**src/rtl/sbia_regs.vh**
```
// Purpose: constants for the shared bus indirect access bridge
// Assumes: word-indexed register port, 50 MHz system clock
// Notes:   offsets are register indices on the plain register port
`ifndef SBIA_REGS_VH
`define SBIA_REGS_VH

`define SBIA_AW                 3
`define SBIA_OFF_STATUS         3'h0
`define SBIA_OFF_ADDR           3'h1
`define SBIA_OFF_DATA           3'h2
`define SBIA_OFF_DATA_INC       3'h3
`define SBIA_OFF_DATA_PAS       3'h4
`define SBIA_OFF_IRQ_STAT       3'h5
`define SBIA_OFF_IRQ_MASK       3'h6

`define SBIA_BIT_BUSY           0
`define SBIA_BIT_ERR            1
`define SBIA_IRQ_BITS           2
`define SBIA_IRQ_DONE           0
`define SBIA_IRQ_ERR            1

`define SBIA_ERR_WORD           32'h8888_8888
`define SBIA_ADDR_STEP          32'h0000_0004
`define SBIA_ZERO32             32'h0000_0000
`define SBIA_ADDR_RST           32'h0000_0000
`define SBIA_DATA_RST           32'h0000_0000
`define SBIA_IRQ_RST            2'h0

`endif

```
**src/rtl/sbia_bridge.v**
```verilog
// Purpose: indirect access bridge from a register port to the shared bus
// Assumes: register port strobes are one cycle, synchronous to clk_sys
// Notes:   all outputs registered; one shared-bus access in flight
`timescale 1ns/100ps
`default_nettype none
`include "sbia_regs.vh"

module sbia_bridge (
  // clock and reset
  input  wire                clk_sys,
  input  wire                reset_n,
  // register port
  input  wire [`SBIA_AW-1:0] reg_addr,
  input  wire [31:0]         reg_wdata,
  input  wire                reg_wr,
  input  wire                reg_rd,
  output reg  [31:0]         reg_rdata_q,
  // interrupt
  output reg                 irq_q,
  // shared bus
  output wire                sb_req,
  output wire                sb_we,
  output wire [31:0]         sb_addr,
  output wire [31:0]         sb_wdata,
  input  wire                sb_gnt,
  input  wire                sb_ack,
  input  wire                sb_err,
  input  wire [31:0]         sb_rdata
);

  reg  [31:0] addr_q;
  reg  [31:0] data_q;
  reg         busy_q;
  reg         err_q;
  reg  [`SBIA_IRQ_BITS-1:0] irq_stat_q;
  reg  [`SBIA_IRQ_BITS-1:0] irq_mask_q;

  wire        done;
  wire        done_err;
  wire [31:0] done_rdata;

  // decode of the data registers
  wire sel_data = (reg_addr == `SBIA_OFF_DATA);
  wire sel_inc  = (reg_addr == `SBIA_OFF_DATA_INC);
  wire sel_pas  = (reg_addr == `SBIA_OFF_DATA_PAS);
  wire sel_launch = sel_data || sel_inc;

  // a launch is only taken while idle; busy accesses are refused
  wire launch    = (reg_wr || reg_rd) && sel_launch && !busy_q;
  wire launch_we = reg_wr;

  // written word goes straight to the bus, so the store and the launch agree
  wire [31:0] launch_wdata = reg_wr ? reg_wdata : data_q;

  sbia_bus_master u_master (
    .clk_sys      (clk_sys),
    .reset_n      (reset_n),
    .start        (launch),
    .start_we     (launch_we),
    .start_addr   (addr_q),
    .start_wdata  (launch_wdata),
    .done_q       (done),
    .done_err_q   (done_err),
    .done_rdata_q (done_rdata),
    .sb_req_q     (sb_req),
    .sb_we_q      (sb_we),
    .sb_addr_q    (sb_addr),
    .sb_wdata_q   (sb_wdata),
    .sb_gnt       (sb_gnt),
    .sb_ack       (sb_ack),
    .sb_err       (sb_err),
    .sb_rdata     (sb_rdata)
  );

  // register write strobes, decoded once
  wire wr_status  = reg_wr && (reg_addr == `SBIA_OFF_STATUS);
  wire wr_addr    = reg_wr && (reg_addr == `SBIA_OFF_ADDR);
  wire wr_pas     = reg_wr && sel_pas;
  wire wr_err_clr = wr_status && reg_wdata[`SBIA_BIT_ERR];

  // next values of the access state
  reg         busy_d;
  reg  [31:0] addr_d;
  reg  [31:0] data_d;
  reg         err_d;

  // busy spans the launch up to the cycle the answer is loaded
  always @* begin
    busy_d = busy_q;
    if (launch) begin
      busy_d = 1'b1;
    end else if (done) begin
      busy_d = 1'b0;
    end
  end

  // address register; a refused busy access never steps it
  always @* begin
    addr_d = addr_q;
    if (wr_addr) begin
      addr_d = reg_wdata;
    end else if (launch && sel_inc) begin
      addr_d = addr_q + `SBIA_ADDR_STEP;
    end
  end

  // shared data word; a bus answer can only arrive while busy, when
  // cpu writes are refused, so the two never collide
  always @* begin
    data_d = data_q;
    if (done && done_err) begin
      data_d = `SBIA_ERR_WORD;
    end else if (done && !sb_we) begin
      data_d = done_rdata;
    end else if (wr_pas && !busy_q) begin
      data_d = reg_wdata;
    end else if (launch && launch_we) begin
      data_d = reg_wdata;
    end
  end

  // error flag: sticky debug aid; a new error wins over its clear
  always @* begin
    err_d = err_q;
    if (done && done_err) begin
      err_d = 1'b1;
    end else if (wr_err_clr) begin
      err_d = 1'b0;
    end
  end

  // access state bank
  always @(posedge clk_sys or negedge reset_n) begin
    if (!reset_n) begin
      busy_q <= 1'b0;
      addr_q <= `SBIA_ADDR_RST;
      data_q <= `SBIA_DATA_RST;
      err_q  <= 1'b0;
    end else begin
      busy_q <= busy_d;
      addr_q <= addr_d;
      data_q <= data_d;
      err_q  <= err_d;
    end
  end

  // interrupt status, set wins over write-one-to-clear
  wire [`SBIA_IRQ_BITS-1:0] irq_evt;
  assign irq_evt[`SBIA_IRQ_DONE] = done;
  assign irq_evt[`SBIA_IRQ_ERR]  = done && done_err;

  genvar gi;
  generate
    for (gi = 0; gi < `SBIA_IRQ_BITS; gi = gi + 1) begin : g_irq
      always @(posedge clk_sys or negedge reset_n) begin
        if (!reset_n) begin
          irq_stat_q[gi] <= 1'b0;
        end else if (irq_evt[gi]) begin
          irq_stat_q[gi] <= 1'b1;
        end else if (reg_wr && reg_addr == `SBIA_OFF_IRQ_STAT
                     && reg_wdata[gi]) begin
          irq_stat_q[gi] <= 1'b0;
        end
      end
    end
  endgenerate

  always @(posedge clk_sys or negedge reset_n) begin
    if (!reset_n) begin
      irq_mask_q <= `SBIA_IRQ_RST;
    end else if (reg_wr && reg_addr == `SBIA_OFF_IRQ_MASK) begin
      irq_mask_q <= reg_wdata[`SBIA_IRQ_BITS-1:0];
    end
  end

  // level interrupt from the next status and mask, so it is registered
  reg [`SBIA_IRQ_BITS-1:0] irq_stat_d;
  reg [`SBIA_IRQ_BITS-1:0] irq_mask_d;
  integer ii;
  always @* begin
    irq_stat_d = irq_stat_q;
    irq_mask_d = irq_mask_q;
    if (reg_wr && reg_addr == `SBIA_OFF_IRQ_MASK) begin
      irq_mask_d = reg_wdata[`SBIA_IRQ_BITS-1:0];
    end
    for (ii = 0; ii < `SBIA_IRQ_BITS; ii = ii + 1) begin
      if (irq_evt[ii]) begin
        irq_stat_d[ii] = 1'b1;
      end else if (reg_wr && reg_addr == `SBIA_OFF_IRQ_STAT
                   && reg_wdata[ii]) begin
        irq_stat_d[ii] = 1'b0;
      end
    end
  end

  always @(posedge clk_sys or negedge reset_n) begin
    if (!reset_n) begin
      irq_q <= 1'b0;
    end else begin
      irq_q <= |(irq_stat_d & irq_mask_d);
    end
  end

  // read data, valid the cycle after the read strobe only
  reg [31:0] rdata_d;
  always @* begin
    rdata_d = `SBIA_ZERO32;
    if (reg_rd) begin
      if (reg_addr == `SBIA_OFF_STATUS) begin
        rdata_d[`SBIA_BIT_BUSY] = busy_q;
        rdata_d[`SBIA_BIT_ERR]  = err_q;
      end else if (reg_addr == `SBIA_OFF_ADDR) begin
        rdata_d = addr_q;
      end else if (sel_data || sel_inc || sel_pas) begin
        rdata_d = busy_q ? `SBIA_ERR_WORD : data_q;
      end else if (reg_addr == `SBIA_OFF_IRQ_STAT) begin
        rdata_d[`SBIA_IRQ_BITS-1:0] = irq_stat_q;
      end else if (reg_addr == `SBIA_OFF_IRQ_MASK) begin
        rdata_d[`SBIA_IRQ_BITS-1:0] = irq_mask_q;
      end
    end
  end

  always @(posedge clk_sys or negedge reset_n) begin
    if (!reset_n) begin
      reg_rdata_q <= `SBIA_ZERO32;
    end else begin
      reg_rdata_q <= rdata_d;
    end
  end

endmodule // sbia_bridge
`default_nettype wire

```
**src/rtl/sbia_bus_master.v**
```verilog
// Purpose: shared bus master that issues one word access at a time
// Assumes: bus slave answers with ack or err while req is held
// Notes:   request held until grant and answer; one outstanding only
`timescale 1ns/100ps
`default_nettype none
`include "sbia_regs.vh"

module sbia_bus_master (
  // clock and reset
  input  wire        clk_sys,
  input  wire        reset_n,
  // launch side
  input  wire        start,
  input  wire        start_we,
  input  wire [31:0] start_addr,
  input  wire [31:0] start_wdata,
  output reg         done_q,
  output reg         done_err_q,
  output reg  [31:0] done_rdata_q,
  // shared bus
  output reg         sb_req_q,
  output reg         sb_we_q,
  output reg  [31:0] sb_addr_q,
  output reg  [31:0] sb_wdata_q,
  input  wire        sb_gnt,
  input  wire        sb_ack,
  input  wire        sb_err,
  input  wire [31:0] sb_rdata
);

  localparam ST_IDLE = 1'b0;
  localparam ST_WAIT = 1'b1;

  reg state_q;

  // request stays up through arbitration until the slave answers
  always @(posedge clk_sys or negedge reset_n) begin
    if (!reset_n) begin
      state_q      <= ST_IDLE;
      sb_req_q     <= 1'b0;
      sb_we_q      <= 1'b0;
      sb_addr_q    <= `SBIA_ZERO32;
      sb_wdata_q   <= `SBIA_ZERO32;
      done_q       <= 1'b0;
      done_err_q   <= 1'b0;
      done_rdata_q <= `SBIA_ZERO32;
    end else begin
      done_q <= 1'b0;
      case (state_q)
        ST_IDLE: begin
          if (start) begin
            state_q    <= ST_WAIT;
            sb_req_q   <= 1'b1;
            sb_we_q    <= start_we;
            sb_addr_q  <= start_addr;
            sb_wdata_q <= start_wdata;
          end
        end
        default: begin
          if (sb_gnt && (sb_ack || sb_err)) begin
            state_q      <= ST_IDLE;
            sb_req_q     <= 1'b0;
            done_q       <= 1'b1;
            done_err_q   <= sb_err;
            done_rdata_q <= sb_rdata;
          end
        end
      endcase
    end
  end

endmodule // sbia_bus_master
`default_nettype wire

```
**config.mk**
```make
export PLATFORM = sky130hd
export DESIGN_NAME = sbia_bridge
export DESIGN_NICKNAME = d
export VERILOG_FILES = /design/src/rtl/sbia_bridge.v /design/src/rtl/sbia_bus_master.v
export VERILOG_INCLUDE_DIRS = /design/src /design/src/rtl
export SDC_FILE = /design/constraint.sdc
export NUM_CORES = 1
export LEC_CHECK = 0
export ABC_AREA = 0
export BUFFER_PORTS_ARGS = -buffer_cell sky130_fd_sc_hd__buf_2
export CORE_ASPECT_RATIO = 2
export CORE_MARGIN = 4
export CORE_UTILIZATION = 46
export DETAILED_ROUTE_END_ITERATION = 7
export PLACE_DENSITY = 0.71
export SETUP_SLACK_MARGIN = 0.3
export SLEW_MARGIN = 30
export SYNTH_ARGS = -nofsm -noshare
export SYNTH_HDL_FRONTEND = slang
export SYNTH_SLANG_ARGS = --single-unit
```
**constraint.sdc**
```tcl
create_clock -name clk_sys -period 5.3 [get_ports clk_sys]
set_clock_uncertainty 0.15 [all_clocks]
set_input_delay 0.795 -clock clk_sys [delete_from_list [all_inputs] [get_ports clk_sys]]
set_output_delay 0.795 -clock clk_sys [all_outputs]
set_load 0.02 [all_outputs]
```
---- Word-level counts from Yosys, hierarchy flattened ----
Index checks and enable logic that the tools add are counted.
W data, S select, Z words.
word-level totals
  input bits .............................. 74
  register bits after elaboration ......... 204
operators by class
  $add $sub $neg .......................... 1
  eq/ne operators ......................... 7
  reduce and logical (&&, ||, !) cells .... 32
  bitwise operators ....................... 2
  mux-type cells .......................... 33
operators by type and width
  cell                     count
  $mux W32                 10
  $mux W30                 2
  $add A32 B3 Y32 const B  1
  $logic_and A1 B1 Y1      16
  $mux W1                  16
  $mux W2                  5
  $eq A3 B3 Y1 const B     3
  $reduce_bool A2 Y1       4
  $eq A3 B2 Y1 const B     2
  $reduce_and A2 Y1        3
  $logic_or A1 B1 Y1       4
  $reduce_bool A4 Y1       1
  $eq A3 B1 Y1 const B     1
  $logic_not A3 Y1         1
  $and A2 B2 Y2            1
  $logic_not A1 Y1         2
  $ne A2 B2 Y1 const B     1
  $reduce_or A2 Y1         1
  $not A1 Y1               1

---- Longest topological paths before layout ----
Gate-level depths: netlist of run 1.
  depth in word-level cells ............... 9
  gate-level depth with buffers ........... 8
  depth with buffers taken out ............ 6

---- Cells and area by module ----
A second synthesis of run 1 with hierarchy kept.
unflattened totals
  cells, all modules ...................... 825
  area, all modules ....................... 9619.2 um^2
modules (own cells, without submodules)
  module           area each (um^2)  seq. area each (um^2)  cells each  times used
  sbia_bridge      5676.7            2577.5                 608         1
  sbia_bus_master  3942.5            2527.4                 217         1

---- Worst setup path after synthesis of run 1 ----
Ideal clock, no wire load.
  path type ............................... input-to-reg
  start point ............................. input port reg_addr[1]
  end point ............................... register u_master.sb_addr_q[18]
  path buffers ............................ 2
  arrival time ............................ 2149 ps
  library setup time ...................... 128 ps
  stages on the path ...................... 6
  setup slack ............................. 2874 ps
  required time ........................... 5022 ps
  path through ............................ buf_2 -> nand2b_1 -> or3_1 -> nor2_4 -> buf_2 -> mux2_1
on the way
  longest elaborated chain between the ends .. 5
ends and longest elaborated chain
  element                                 RTL line              source
  from (decl)                             sbia_bridge.v:13      input wire [`SBIA_AW-1:0] reg_addr,
  $eq A3 B2 Y1 (no source line)           n/a
  $logic_or A1 B1 Y1 (*)                  sbia_bridge.v:46      wire sel_launch = sel_data || sel_inc;
  $logic_and A1 B1 Y1 (*) (2 in a row)    sbia_bridge.v:49      wire launch = (reg_wr || reg_rd) && sel_launch && !busy_q;
  $reduce_and A2 Y1 (no source line) (*)  n/a
  to (signal assigned)                    sbia_bus_master.v:42  sb_addr_q <= `SBIA_ZERO32;
  to (signal assigned)                    sbia_bus_master.v:55  sb_addr_q <= start_addr;
  to (decl)                               sbia_bus_master.v:23  output reg [31:0] sb_addr_q,
Every way passes the cells marked *; elsewhere a longest branch is shown, timed or not.
A chain may end at the register's enable or synchronous reset.

---- Final worst setup path of run 1 ----
  start point ............................. input port reg_addr[0]
  end point ............................... register addr_q[2]
on the way
  longest elaborated chain between the ends .. 6
ends and longest elaborated chain
  element                              RTL line           source
  $eq A3 B2 Y1 (no source line)        n/a
  $logic_or A1 B1 Y1                   sbia_bridge.v:46
  $logic_and A1 B1 Y1 (2 in a row)     sbia_bridge.v:49
  $logic_and A1 B1 Y1                  sbia_bridge.v:102  end else if (launch && sel_inc) begin
  $reduce_bool A2 Y1 (no source line)  n/a
  to (signal assigned)                 sbia_bridge.v:136  addr_q <= `SBIA_ADDR_RST;
  to (signal assigned)                 sbia_bridge.v:141  addr_q <= addr_d;
  to (decl)                            sbia_bridge.v:31   reg [31:0] addr_q;
Parallel ways exist; a longest one is shown, timed or not.

==> impl_metrics.py, run 1 <==
metrics = {
    "status": {
        "status": "complete, no violations",
    },
    "grt": {
        "grt_overflow": 0,
        "grt_usage": 0.228,
        "grt_max_degree": 105,
        "antenna_found_initial": 1,
        "grt_pass1_vias": 7402,
        "grt_pass1_wl_mm": 40.4,
    },
    "timing": {
        "tns_ns": 0,
        "slew_headroom": 0.432,
        "setup_viol": 0,
        "rsz0062_at_grt": "false",
        "worst-slew-pin-transition_ns": 0.852,
        "drv_slew": 0,
        "period_needed_ns": 2.84,
        "hold_slack_ns": 0.228,
        "post-route-period-util": 0.537,
        "hold_viol": 0,
        "fmax_mhz": 352,
    },
    "routing": {
        "finalWirelength_mm": 25.4,
        "vias": 7191,
        "vias_per_cell": 5.49,
        "drc_errors": 0,
        "first_iter_violations": 443,
        "wire_per_inst_um": 19.4,
        "antenna_left": 0,
        "firstDrtPassIters": 6,
    },
    "final_layout": {
        "nNetsFinal": 1113,
        "synthToLayoutAreaGrowth_pct": 18.1,
        "final_cells": 1310,
        "layout_commonest_cell": "dfrtp_1",
        "n_fill_cell": 1834,
        "final_cell_mix": "dfrtp_1 (204), nand2_1 (199), buf_2 (171), nor2_1 (71), mux2i_1 (56)",
        "final_core_util": 0.554,
        "final_layout_size_suffix_gt1_frac": 0.222,
    },
    "clocking": {
        "htree_levels": 1,
        "clk_pin_slew_ns": 0.07,
        "cts_hold_buf": 0,
        "insertion_delay_ns": 0.49,
        "clock_sinks": 204,
        "clock_path_buffers": 3,
        "root_buffer": "clkbuf_16",
        "numCtsBuffers": 19,
        "cts_resized": 0,
        "post_cts_buffers": 0,
        "tritoncts": "built",
    },
    "pwr": {
        "powerDensity_mw_per_mm2": 525,
        "p_leak_nw": 5.21,
        "vdd_ir_drop_max_uv": 354,
        "fin_total_pwr_w": 0.00566,
    },
    "floorplan": {
        "initial_core_util": 0.469,
        "die-area_mm2": 0.0223,
        "pin_count": 173,
        "die_w_um": 108,
        "core_mm2": 0.0195,
        "die_height_um": 207,
        "rows": 72,
    },
    "flow_run": {
        "drv_cap": 0,
    },
    "yosys": {
        "synth-seq-area-share": 0.559,
        "syn_nets": 964,
        "synth_ff_type": "dfrtp_1",
        "ys_ff_latch": 204,
        "async_reset_ff_frac": 1.00,
        "syn_inst": 889,
        "synth-warning-count": 0,
        "avgSynthCellArea_um2": 10.3,
        "yosysUniqueCellTypes": 56,
        "netlist_area_mm2": 0.00913,
        "synth_edf_count": 0,
    },
    "setup_path": {
        "crit_arrival_ns": 3.06,
        "crit_family": "buffers and inverters",
        "worst-setup-path-type": "primary input to flip-flop",
        "critPathLaunchType": "primary input",
        "crit_top_cell": "buf_4",
        "critPathCaptureType": "flip-flop",
        "path_cells": "buf_2 -> nor3b_2 -> buf_4 -> and2_1 -> buf_4 -> nor2_1 -> a221o_1",
        "cp_max_fo": 32,
        "crit_buf_inv": 3,
        "critPathSlowestCell": "and2_1",
        "max_stage_delay_ns": 0.49,
        "required_ns": 5.52,
    },
    "placed_design": {
        "place_congestion": 0.829,
        "dp.cells": 1276,
        "portBuffers": 172,
        "post-dp-hpwl_mm": 17.7,
    },
    "worst_hold_path": {
        "hold_class": "primary input to async pin",
    },
}
cell type report:
class,count,area (um^2),share of cell area
clock inverters,6,37.5,0.00348
diodes,1,2.50,0.000232
repair buffers,184,985,0.0913
flip-flops and latches,204,5100,0.473
inverters,9,33.8,0.00313
clock buffers,27,546,0.0506
well taps,259,324,0.0300
multi-input cells,620,3750,0.348
routing by layer:
metal / vias to the layer above / global-route usage / wire, um
met1: 3540 / 0.268 / 9560
met2: 208 / 0.423 / 13900
li1: 3392 / - / -
met4: 0 / 0.0754 / 777
met3: 51 / 0.0243 / 1120
met5: - / 0 / 0
where the power goes:
part	total, W	internal, W	switching [W]
combinational	0.00177	0.000666	0.00111
sequential	0.00259	0.00214	0.000444
clock	0.00130	0.000719	0.000583
cells in the mapped netlist, types with 3 or more instances:
master / instances / share of area
buf_1: 5 / 0.0021
a31oi_1: 10 / 0.0069
nand2b_1: 3 / 0.0021
clkbuf_1: 27 / 0.011
inv_1: 8 / 0.0033
nor3_1: 3 / 0.0016
buf_4: 7 / 0.0058
nand2_1: 199 / 0.082
or3_1: 3 / 0.0021
buf_2: 17 / 0.0093
o31ai_1: 24 / 0.020
and3_1: 6 / 0.0041
nand3_1: 22 / 0.012
o21ai_0: 11 / 0.0060
o211ai_1: 9 / 0.0074
mux2_2: 4 / 0.0049
a21o_1: 10 / 0.0082
dfrtp_1: 204 / 0.56
mux2_1: 33 / 0.041
nor2b_1: 4 / 0.0027
and2_1: 5 / 0.0034
nor2_1: 71 / 0.029
a21oi_1: 48 / 0.026
mux2i_1: 56 / 0.061
o21ai_1: 17 / 0.0093
o311ai_1: 3 / 0.0029
nand4_1: 14 / 0.0096
a22oi_1: 24 / 0.020
xor2_1: 9 / 0.0086
logic make-up after synthesis:
family / count (synthesis) / synth area share
simple gates: 346 / 0.170
flops: 204 / 0.559
compound gates: 169 / 0.120
mux: 93 / 0.107
buf+inv: 65 / 0.0319
xor+xnor: 11 / 0.0106
fa+ha+maj: 1 / 0.00137
final timing paths:
path                                      startpoint                        end  slack [ns]  cells after the start
max                                      reg_addr[0]                  addr_q[2]        2.46                      7
min                                          reset_n             reg_rdata_q[7]        0.23                      1
max reg2reg                                   busy_q                  data_q[7]        2.64                      6
min reg2reg                u_master.done_rdata_q[22]  u_master.done_rdata_q[22]        0.33                      2
max in group asynchronous                    reset_n                 addr_q[30]        3.67                      2
min in group clk_sys       u_master.done_rdata_q[22]  u_master.done_rdata_q[22]        0.33                      2
sequential cells by signal (all words and copies together), names as in the netlist:
signal / count
addr_q: 32
busy_q: 1
data_q: 32
err_q: 1
irq_mask_q: 2
irq_q: 1
irq_stat_q: 2
reg_rdata_q: 32
u_master.done_err_q: 1
u_master.done_q: 1
u_master.done_rdata_q: 32
u_master.sb_addr_q: 32
u_master.sb_req_q: 1
u_master.sb_wdata_q: 32
u_master.sb_we_q: 1
u_master.state_q: 1
through the flow:
step / setup WS [ns] / area (um^2)
5_1_grt: 2.30 / 10800
6_report: 2.46 / 10800
3_5_place_dp: 1.99 / 10200
3_3_place_gp: 2.08 / 10200
2_1_floorplan: 2.87 / 9130
4_1_cts: 2.52 / 10800
worst register-to-register path: stages, from the launching register on:
cell and delay (ns):
dfrtp_1 0.70, a21oi_2 0.04, buf_4 0.25, a211oi_4 0.75, buf_4 0.39, a31oi_1 0.07
a21o_1 0.19
No activity file was read; power rests on OpenSTA's default activity.
==> inputs of run 2 (changes only) <==
- ABC_AREA: 0 -> 1
- PLACE_DENSITY: 0.71 -> 0.73
- clock period: 5.3 -> 2.3 ns (I/O delays scaled with it)
==> impl_metrics.py, run 2 <==
metrics = {
    "status": {
        "status": "complete, no violations",
    },
    "worst_hold_path": {
        "holdPathEnd": "irq_mask_q[0]",
        "hold_class": "primary input to flip-flop",
        "min-delay-start": "reg_wdata[0]",
        "hold-path-cell-count": 3,
    },
    "grt": {
        "grt_usage": 0.270,
        "grt_max_degree": 84,
        "grt_overflow": 0,
        "grt_pass1_wl_mm": 48.4,
        "grt_pass1_vias": 8962,
        "antenna_found_initial": 0,
    },
    "yosys": {
        "syn_nets": 1293,
        "async_reset_ff_frac": 1.00,
        "synth-seq-area-share": 0.533,
        "yosysUniqueCellTypes": 37,
        "netlist_area_mm2": 0.00958,
        "synth_edf_count": 0,
        "ys_ff_latch": 204,
        "ys_top_cells_by_count": "nand2_1 (438), dfrtp_1 (204), o21ai_0 (123)",
        "yosysTopAreaCell": "dfrtp_1",
        "syn_inst": 1218,
        "yosysMostFrequentCell": "nand2_1",
        "ys_top_cells_by_area": "dfrtp_1 (53%), nand2_1 (17%), o21ai_0 (6.4%)",
        "synth_ff_type": "dfrtp_1",
        "avgSynthCellArea_um2": 7.86,
        "netlist.area_leader.share": 0.533,
        "synth-warning-count": 0,
    },
    "clocking": {
        "root_buffer": "clkbuf_16",
        "clock_sinks": 204,
        "numCtsBuffers": 19,
        "post_cts_buffers": 0,
        "clock_path_buffers": 3,
        "insertion_delay_ns": 0.50,
        "clk_pin_slew_ns": 0.07,
        "tritoncts": "built",
        "htree_levels": 1,
    },
    "setup_path": {
        "r2r_start": "addr_q[17]",
        "cp_max_fo": 7,
        "worst-setup-path-type": "flip-flop to flip-flop",
        "reg2reg_setup_slack_ns": 0.39,
        "reg2reg_to": "addr_q[20]",
        "r2r_cells": 6,
        "critPathCaptureType": "flip-flop",
        "critPathLaunchType": "flip-flop",
        "crit_arrival_ns": 2.14,
        "required_ns": 2.54,
    },
    "final_layout": {
        "design_area_mm2": 0.0119,
        "final_layout_size_suffix_gt1_frac": 0.180,
        "nNetsFinal": 1499,
        "antenna_cells": 0,
        "synthToLayoutAreaGrowth_pct": 24.1,
        "final_cell_mix": "nand2_1 (437), dfrtp_1 (204), buf_2 (171), o21ai_0 (122), inv_1 (100)",
        "layout_commonest_cell": "nand2_1",
    },
    "pwr": {
        "intPower_w": 0.00842,
        "p_sw_frac": 0.404,
        "combPwrFrac": 0.352,
        "clkPwrFrac": 0.220,
        "powerDensity_mw_per_mm2": 1190,
        "p_sw_w": 0.00571,
        "p_leak_nw": 6.15,
        "seqPwrFrac": 0.428,
        "vdd_ir_drop_max_uv": 739,
    },
    "timing": {
        "post-route-period-util": 0.829,
        "setup_viol": 0,
        "fmax_mhz": 525,
        "drv_slew": 0,
        "period_needed_ns": 1.91,
        "slew_headroom": 0.683,
        "hold_viol": 0,
        "worst-slew-pin-transition_ns": 0.475,
        "rsz0062_at_grt": "true",
        "tns_ns": 0,
    },
    "flow_run": {
        "drv_cap": 0,
    },
    "floorplan": {
        "die_w_um": 110,
        "die_height_um": 212,
        "pin_count": 173,
        "core_mm2": 0.0205,
        "die-area_mm2": 0.0233,
        "initial_core_util": 0.468,
        "rows": 74,
    },
    "placed_design": {
        "portBuffers": 172,
        "post-dp-hpwl_mm": 22.6,
        "placed_cell_area_mm2": 0.0108,
        "place_congestion": 0.963,
    },
    "routing": {
        "wire_per_inst_um": 18.0,
        "drc_errors": 0,
        "antenna_left": 0,
        "finalWirelength_mm": 30.6,
        "vias_per_cell": 5.27,
        "firstDrtPassIters": 5,
        "first_iter_violations": 599,
        "vias": 8968,
    },
}
==> run 2: timing repair <==
action / 4_1_cts / 5_1_grt
hold buffers: 42 / 0
pin swaps: 0 / 0
hold endpoints to repair: 83 / 0
resized for setup: 1 / 7
setup endpoints to repair: 1 / 28
==> run 2: metrics by stage <==
step	hold slack [ns]	setup slack (ns)	utilization	total power, W	instances
2_1_floorplan	-0.101	0.633	-	0.00908	1218
3_3_place_gp	0.167	0.288	0.530	0.0109	1627
3_5_place_dp	0.168	0.248	0.530	0.0110	1627
4_1_cts	0.00443	0.314	0.580	0.0142	1702
5_1_grt	0.0401	0.279	0.581	0.0151	1702
6_report	0.0200	0.394	0.581	0.0141	1702
==> run 2: routing by layer <==
| layer | up-vias | share of wire | track usage |
|---|---|---|---|
| li1 | 4317 | - | - |
| met3 | 93 | 0.055 | 0.0280 |
| met5 | - | 0 | 0 |
| met2 | 366 | 0.51 | 0.461 |
| met4 | 0 | 0.061 | 0.158 |
| met1 | 4192 | 0.37 | 0.325 |
==> run 2: how the worst max path moves through the flow <==
stage | from | endpoint | slack [ns] | cells after the start
5_1_grt | addr_q[3] | addr_q[26] | 0.28 | 9
4_1_cts | addr_q[3] | addr_q[18] | 0.31 | 11
3_3_place_gp | addr_q[3] | addr_q[26] | 0.29 | 9
2_1_floorplan | addr_q[3] | addr_q[18] | 0.63 | 11
3_5_place_dp | addr_q[3] | addr_q[26] | 0.25 | 9
6_report | addr_q[17] | addr_q[20] | 0.39 | 6
==> run 2: cell type report <==
type,count,area (um^2)
flip-flops and latches,204,5100
inverters,104,390
clock inverters,8,48.8
repair buffers,248,1610
fillers,1958,8570
clock buffers,25,558
well taps,266,333
multi-input cells,847,3840
==> run 2: logic make-up (layout without fill, tap and decap cells) <==
kind of cell | count (synthesis) | count (layout) | synth area share
AND/OR/NAND/NOR | 608 | 608 | 0.256
flip-flops | 204 | 204 | 0.533
buffers and inverters | 167 | 385 | 0.0700
XOR/XNOR | 10 | 10 | 0.00914
multiplexers | 2 | 2 | 0.00222
adder cells (fa/ha/maj) | 1 | 1 | 0.00131
AO/OA/AOI/OAI | 226 | 226 | 0.128
==> run 2: power by group through the flow <==
stage	clock network, W	logic (W)	registers [W]
2_1_floorplan	0	0.00249	0.00659
3_3_place_gp	0	0.00484	0.00606
3_5_place_dp	0	0.00492	0.00610
4_1_cts	0.00315	0.00500	0.00604
5_1_grt	0.00329	0.00557	0.00623
6_report	0.00311	0.00497	0.00605
==> run 2: critical path, stage by stage, from the launching register on <==
cell	delay (ns)
dfrtp_1	0.52
nand2_1	0.17
nor2_1	0.24
nand2_1	0.17
nor2_2	0.28
xor2_1	0.18
o21bai_1	0.07
==> inputs of run 3 (changes only) <==
- ABC_AREA: 1 -> 0
- PLACE_DENSITY: 0.73 -> 0.74
- clock period: 2.3 -> 1.7 ns (I/O delays scaled with it)
==> impl_metrics.py, run 3 (synthesized netlist as in run 1, its figures left out) <==
metrics = {
    "placed_design": {
        "placed_cell_area_mm2": 0.0115,
        "portBuffers": 172,
        "dp.cells": 1375,
        "post-dp-hpwl_mm": 20.3,
        "place_congestion": 0.935,
    },
    "setup_path": {
        "reg2reg_setup_slack_ns": -0.28,
        "max_stage_delay_ns": 0.47,
        "worst-setup-path-type": "flip-flop to flip-flop",
        "reg2reg_to": "addr_q[24]",
        "crit_buf_inv": 0,
        "required_ns": 1.92,
        "critPathLaunchType": "flip-flop",
        "critPathSlowestCell": "dfrtp_1",
        "crit_arrival_ns": 2.21,
        "critPathCaptureType": "flip-flop",
        "cp_max_fo": 3,
        "r2r_start": "addr_q[8]",
        "r2r_cells": 5,
        "crit_family": "simple AND/OR/NAND/NOR gates",
        "path_cells": "nand4_4 -> nor4_4 -> nand4b_1 -> xnor2_1 -> mux2_4",
    },
    "final_layout": {
        "design_area_mm2": 0.0159,
        "nNetsFinal": 1392,
        "antenna_cells": 0,
        "layout_commonest_cell": "dfrtp_1",
        "final_layout_size_suffix_gt1_frac": 0.531,
        "final_cell_mix": "dfrtp_1 (201), buf_6 (136), buf_4 (136), nand2_1 (107), buf_2 (72)",
        "synthToLayoutAreaGrowth_pct": 74.4,
        "final_cells": 1586,
    },
    "routing": {
        "firstDrtPassIters": 6,
        "drt-met1-wl_mm": 13.2,
        "antenna_left": 0,
        "first_iter_violations": 1121,
        "dr.max_layer_used": "met4",
        "vias": 9800,
        "finalWirelength_mm": 42.0,
        "wl_met2_mm": 21.6,
        "wire_per_inst_um": 26.5,
        "vias_per_cell": 6.18,
        "drc_errors": 0,
        "wl_met3_mm": 3.19,
    },
    "flow_run": {
        "drv_cap": 0,
    },
    "grt": {
        "antenna_found_initial": 0,
        "grt_pass1_vias": 9060,
        "grt_usage": 0.283,
        "grt_pass1_wl_mm": 49.3,
        "grt_max_degree": 55,
        "grt_overflow": 0,
    },
    "timing": {
        "fmax_mhz": 504,
        "drv_slew": 0,
        "slew_headroom": 0.555,
        "hold_viol": 0,
        "period_needed_ns": 1.98,
        "worst-slew-pin-transition_ns": 0.668,
        "post-route-period-util": 1.17,
        "hold_slack_ns": 0.0282,
        "rsz0062_at_grt": "true",
        "timing.final.ws_setup_ns": -0.283,
        "setup_viol": 143,
    },
    "floorplan": {
        "pin_count": 173,
        "die_height_um": 207,
        "die-area_mm2": 0.0223,
        "initial_core_util": 0.469,
        "rows": 72,
        "die_w_um": 108,
        "core_mm2": 0.0195,
    },
    "clocking": {
        "root_buffer": "clkbuf_16",
        "clk_pin_slew_ns": 0.07,
        "numCtsBuffers": 19,
        "insertion_delay_ns": 0.51,
        "tritoncts": "built",
        "clock_sinks": 204,
        "htree_levels": 1,
        "clock_path_buffers": 3,
    },
    "pwr": {
        "fin_total_pwr_w": 0.0258,
        "powerDensity_mw_per_mm2": 1620,
        "vdd_ir_drop_max_uv": 986,
        "p_leak_nw": 7.53,
    },
    "status": {
        "status": "finished with violations",
        "violations": "setup timing",
    },
    "worst_hold_path": {
        "hold_class": "primary input to flip-flop",
        "min-delay-start": "reg_rd",
        "hold-path-cell-count": 3,
        "holdPathEnd": "reg_rdata_q[1]",
    },
}
[run 3: changes by cell type in the layout (fill, tap and decap cells not counted), moves of 24 or more]
cell / delta
buf_2: -99
inv_1: -93
nand2_1: -330
o21ai_0: -114
mux2i_1: +54
nand2_2: +51
a21oi_2: +32
nand3_1: -70
buf_6: +136
nand2_4: +37
mux2_4: +36
dlygate4sd3_1: +24
buf_4: +107
[run 3: how the worst max path moves through the flow]
stage | cells after the start | slack [ns] | start | to
detailed placement | 6 | -0.23 | reg_addr[2] | u_master.sb_addr_q[5]
global placement | 6 | -0.20 | reg_addr[2] | u_master.sb_addr_q[5]
floorplan | 6 | -0.15 | addr_q[2] | addr_q[24]
global route | 6 | -0.33 | busy_q | addr_q[10]
finish | 5 | -0.28 | addr_q[8] | addr_q[24]
CTS | 5 | -0.17 | busy_q | u_master.sb_addr_q[5]
[run 3: area by class of cell]
type | count | area (um^2)
tap | 259 | 324
inverter | 9 | 36.3
timing repair buffer | 461 | 4690
sequential | 204 | 5110
fill | 942 | 3540
clock buffer | 24 | 534
clock inverter | 7 | 88.8
multi-input combinational | 622 | 5140
[run 3: what timing repair did]
action | CTS | global route
cloned | 9 | 14
hold buffers | 66 | 0
pin swaps | 37 | 76
setup endpoints to repair | 254 | 288
resized for setup | 126 | 418
setup buffers | 24 | 67
hold endpoints to repair | 293 | 0
[run 3: metrics by stage]
stage | setup slack (ns) | setup TNS [ns] | util
after floorplan | -0.155 | -5.19 | -
after global placement | -0.200 | -17.25 | 0.589
after detailed placement | -0.226 | -19.82 | 0.589
after CTS | -0.166 | -9.30 | 0.702
after global routing | -0.328 | -22.58 | 0.818
final | -0.283 | -18.20 | 0.818
[run 3: per-layer routing]
metal  global-route usage  vias to the layer above
li1                     -                     3948
met1                0.315                     4841
met2                0.512                      720
met3               0.0349                      291
met4                0.156                        0
met5                    0                        -
[run 3: report_power, final]
| part | switching (W) | internal, W |
|---|---|---|
| combinational | 0.00618 | 0.00658 |
| clock | 0.00197 | 0.00253 |
| sequential | 0.00181 | 0.00669 |
| total | 0.00996 | 0.0158 |
[run 3: worst register-to-register path: stages (launching register included)]
cell	delay [ns]
dfrtp_1	0.47
nand4_4	0.18
nor4_4	0.42
nand4b_1	0.21
xnor2_1	0.17
mux2_4	0.26
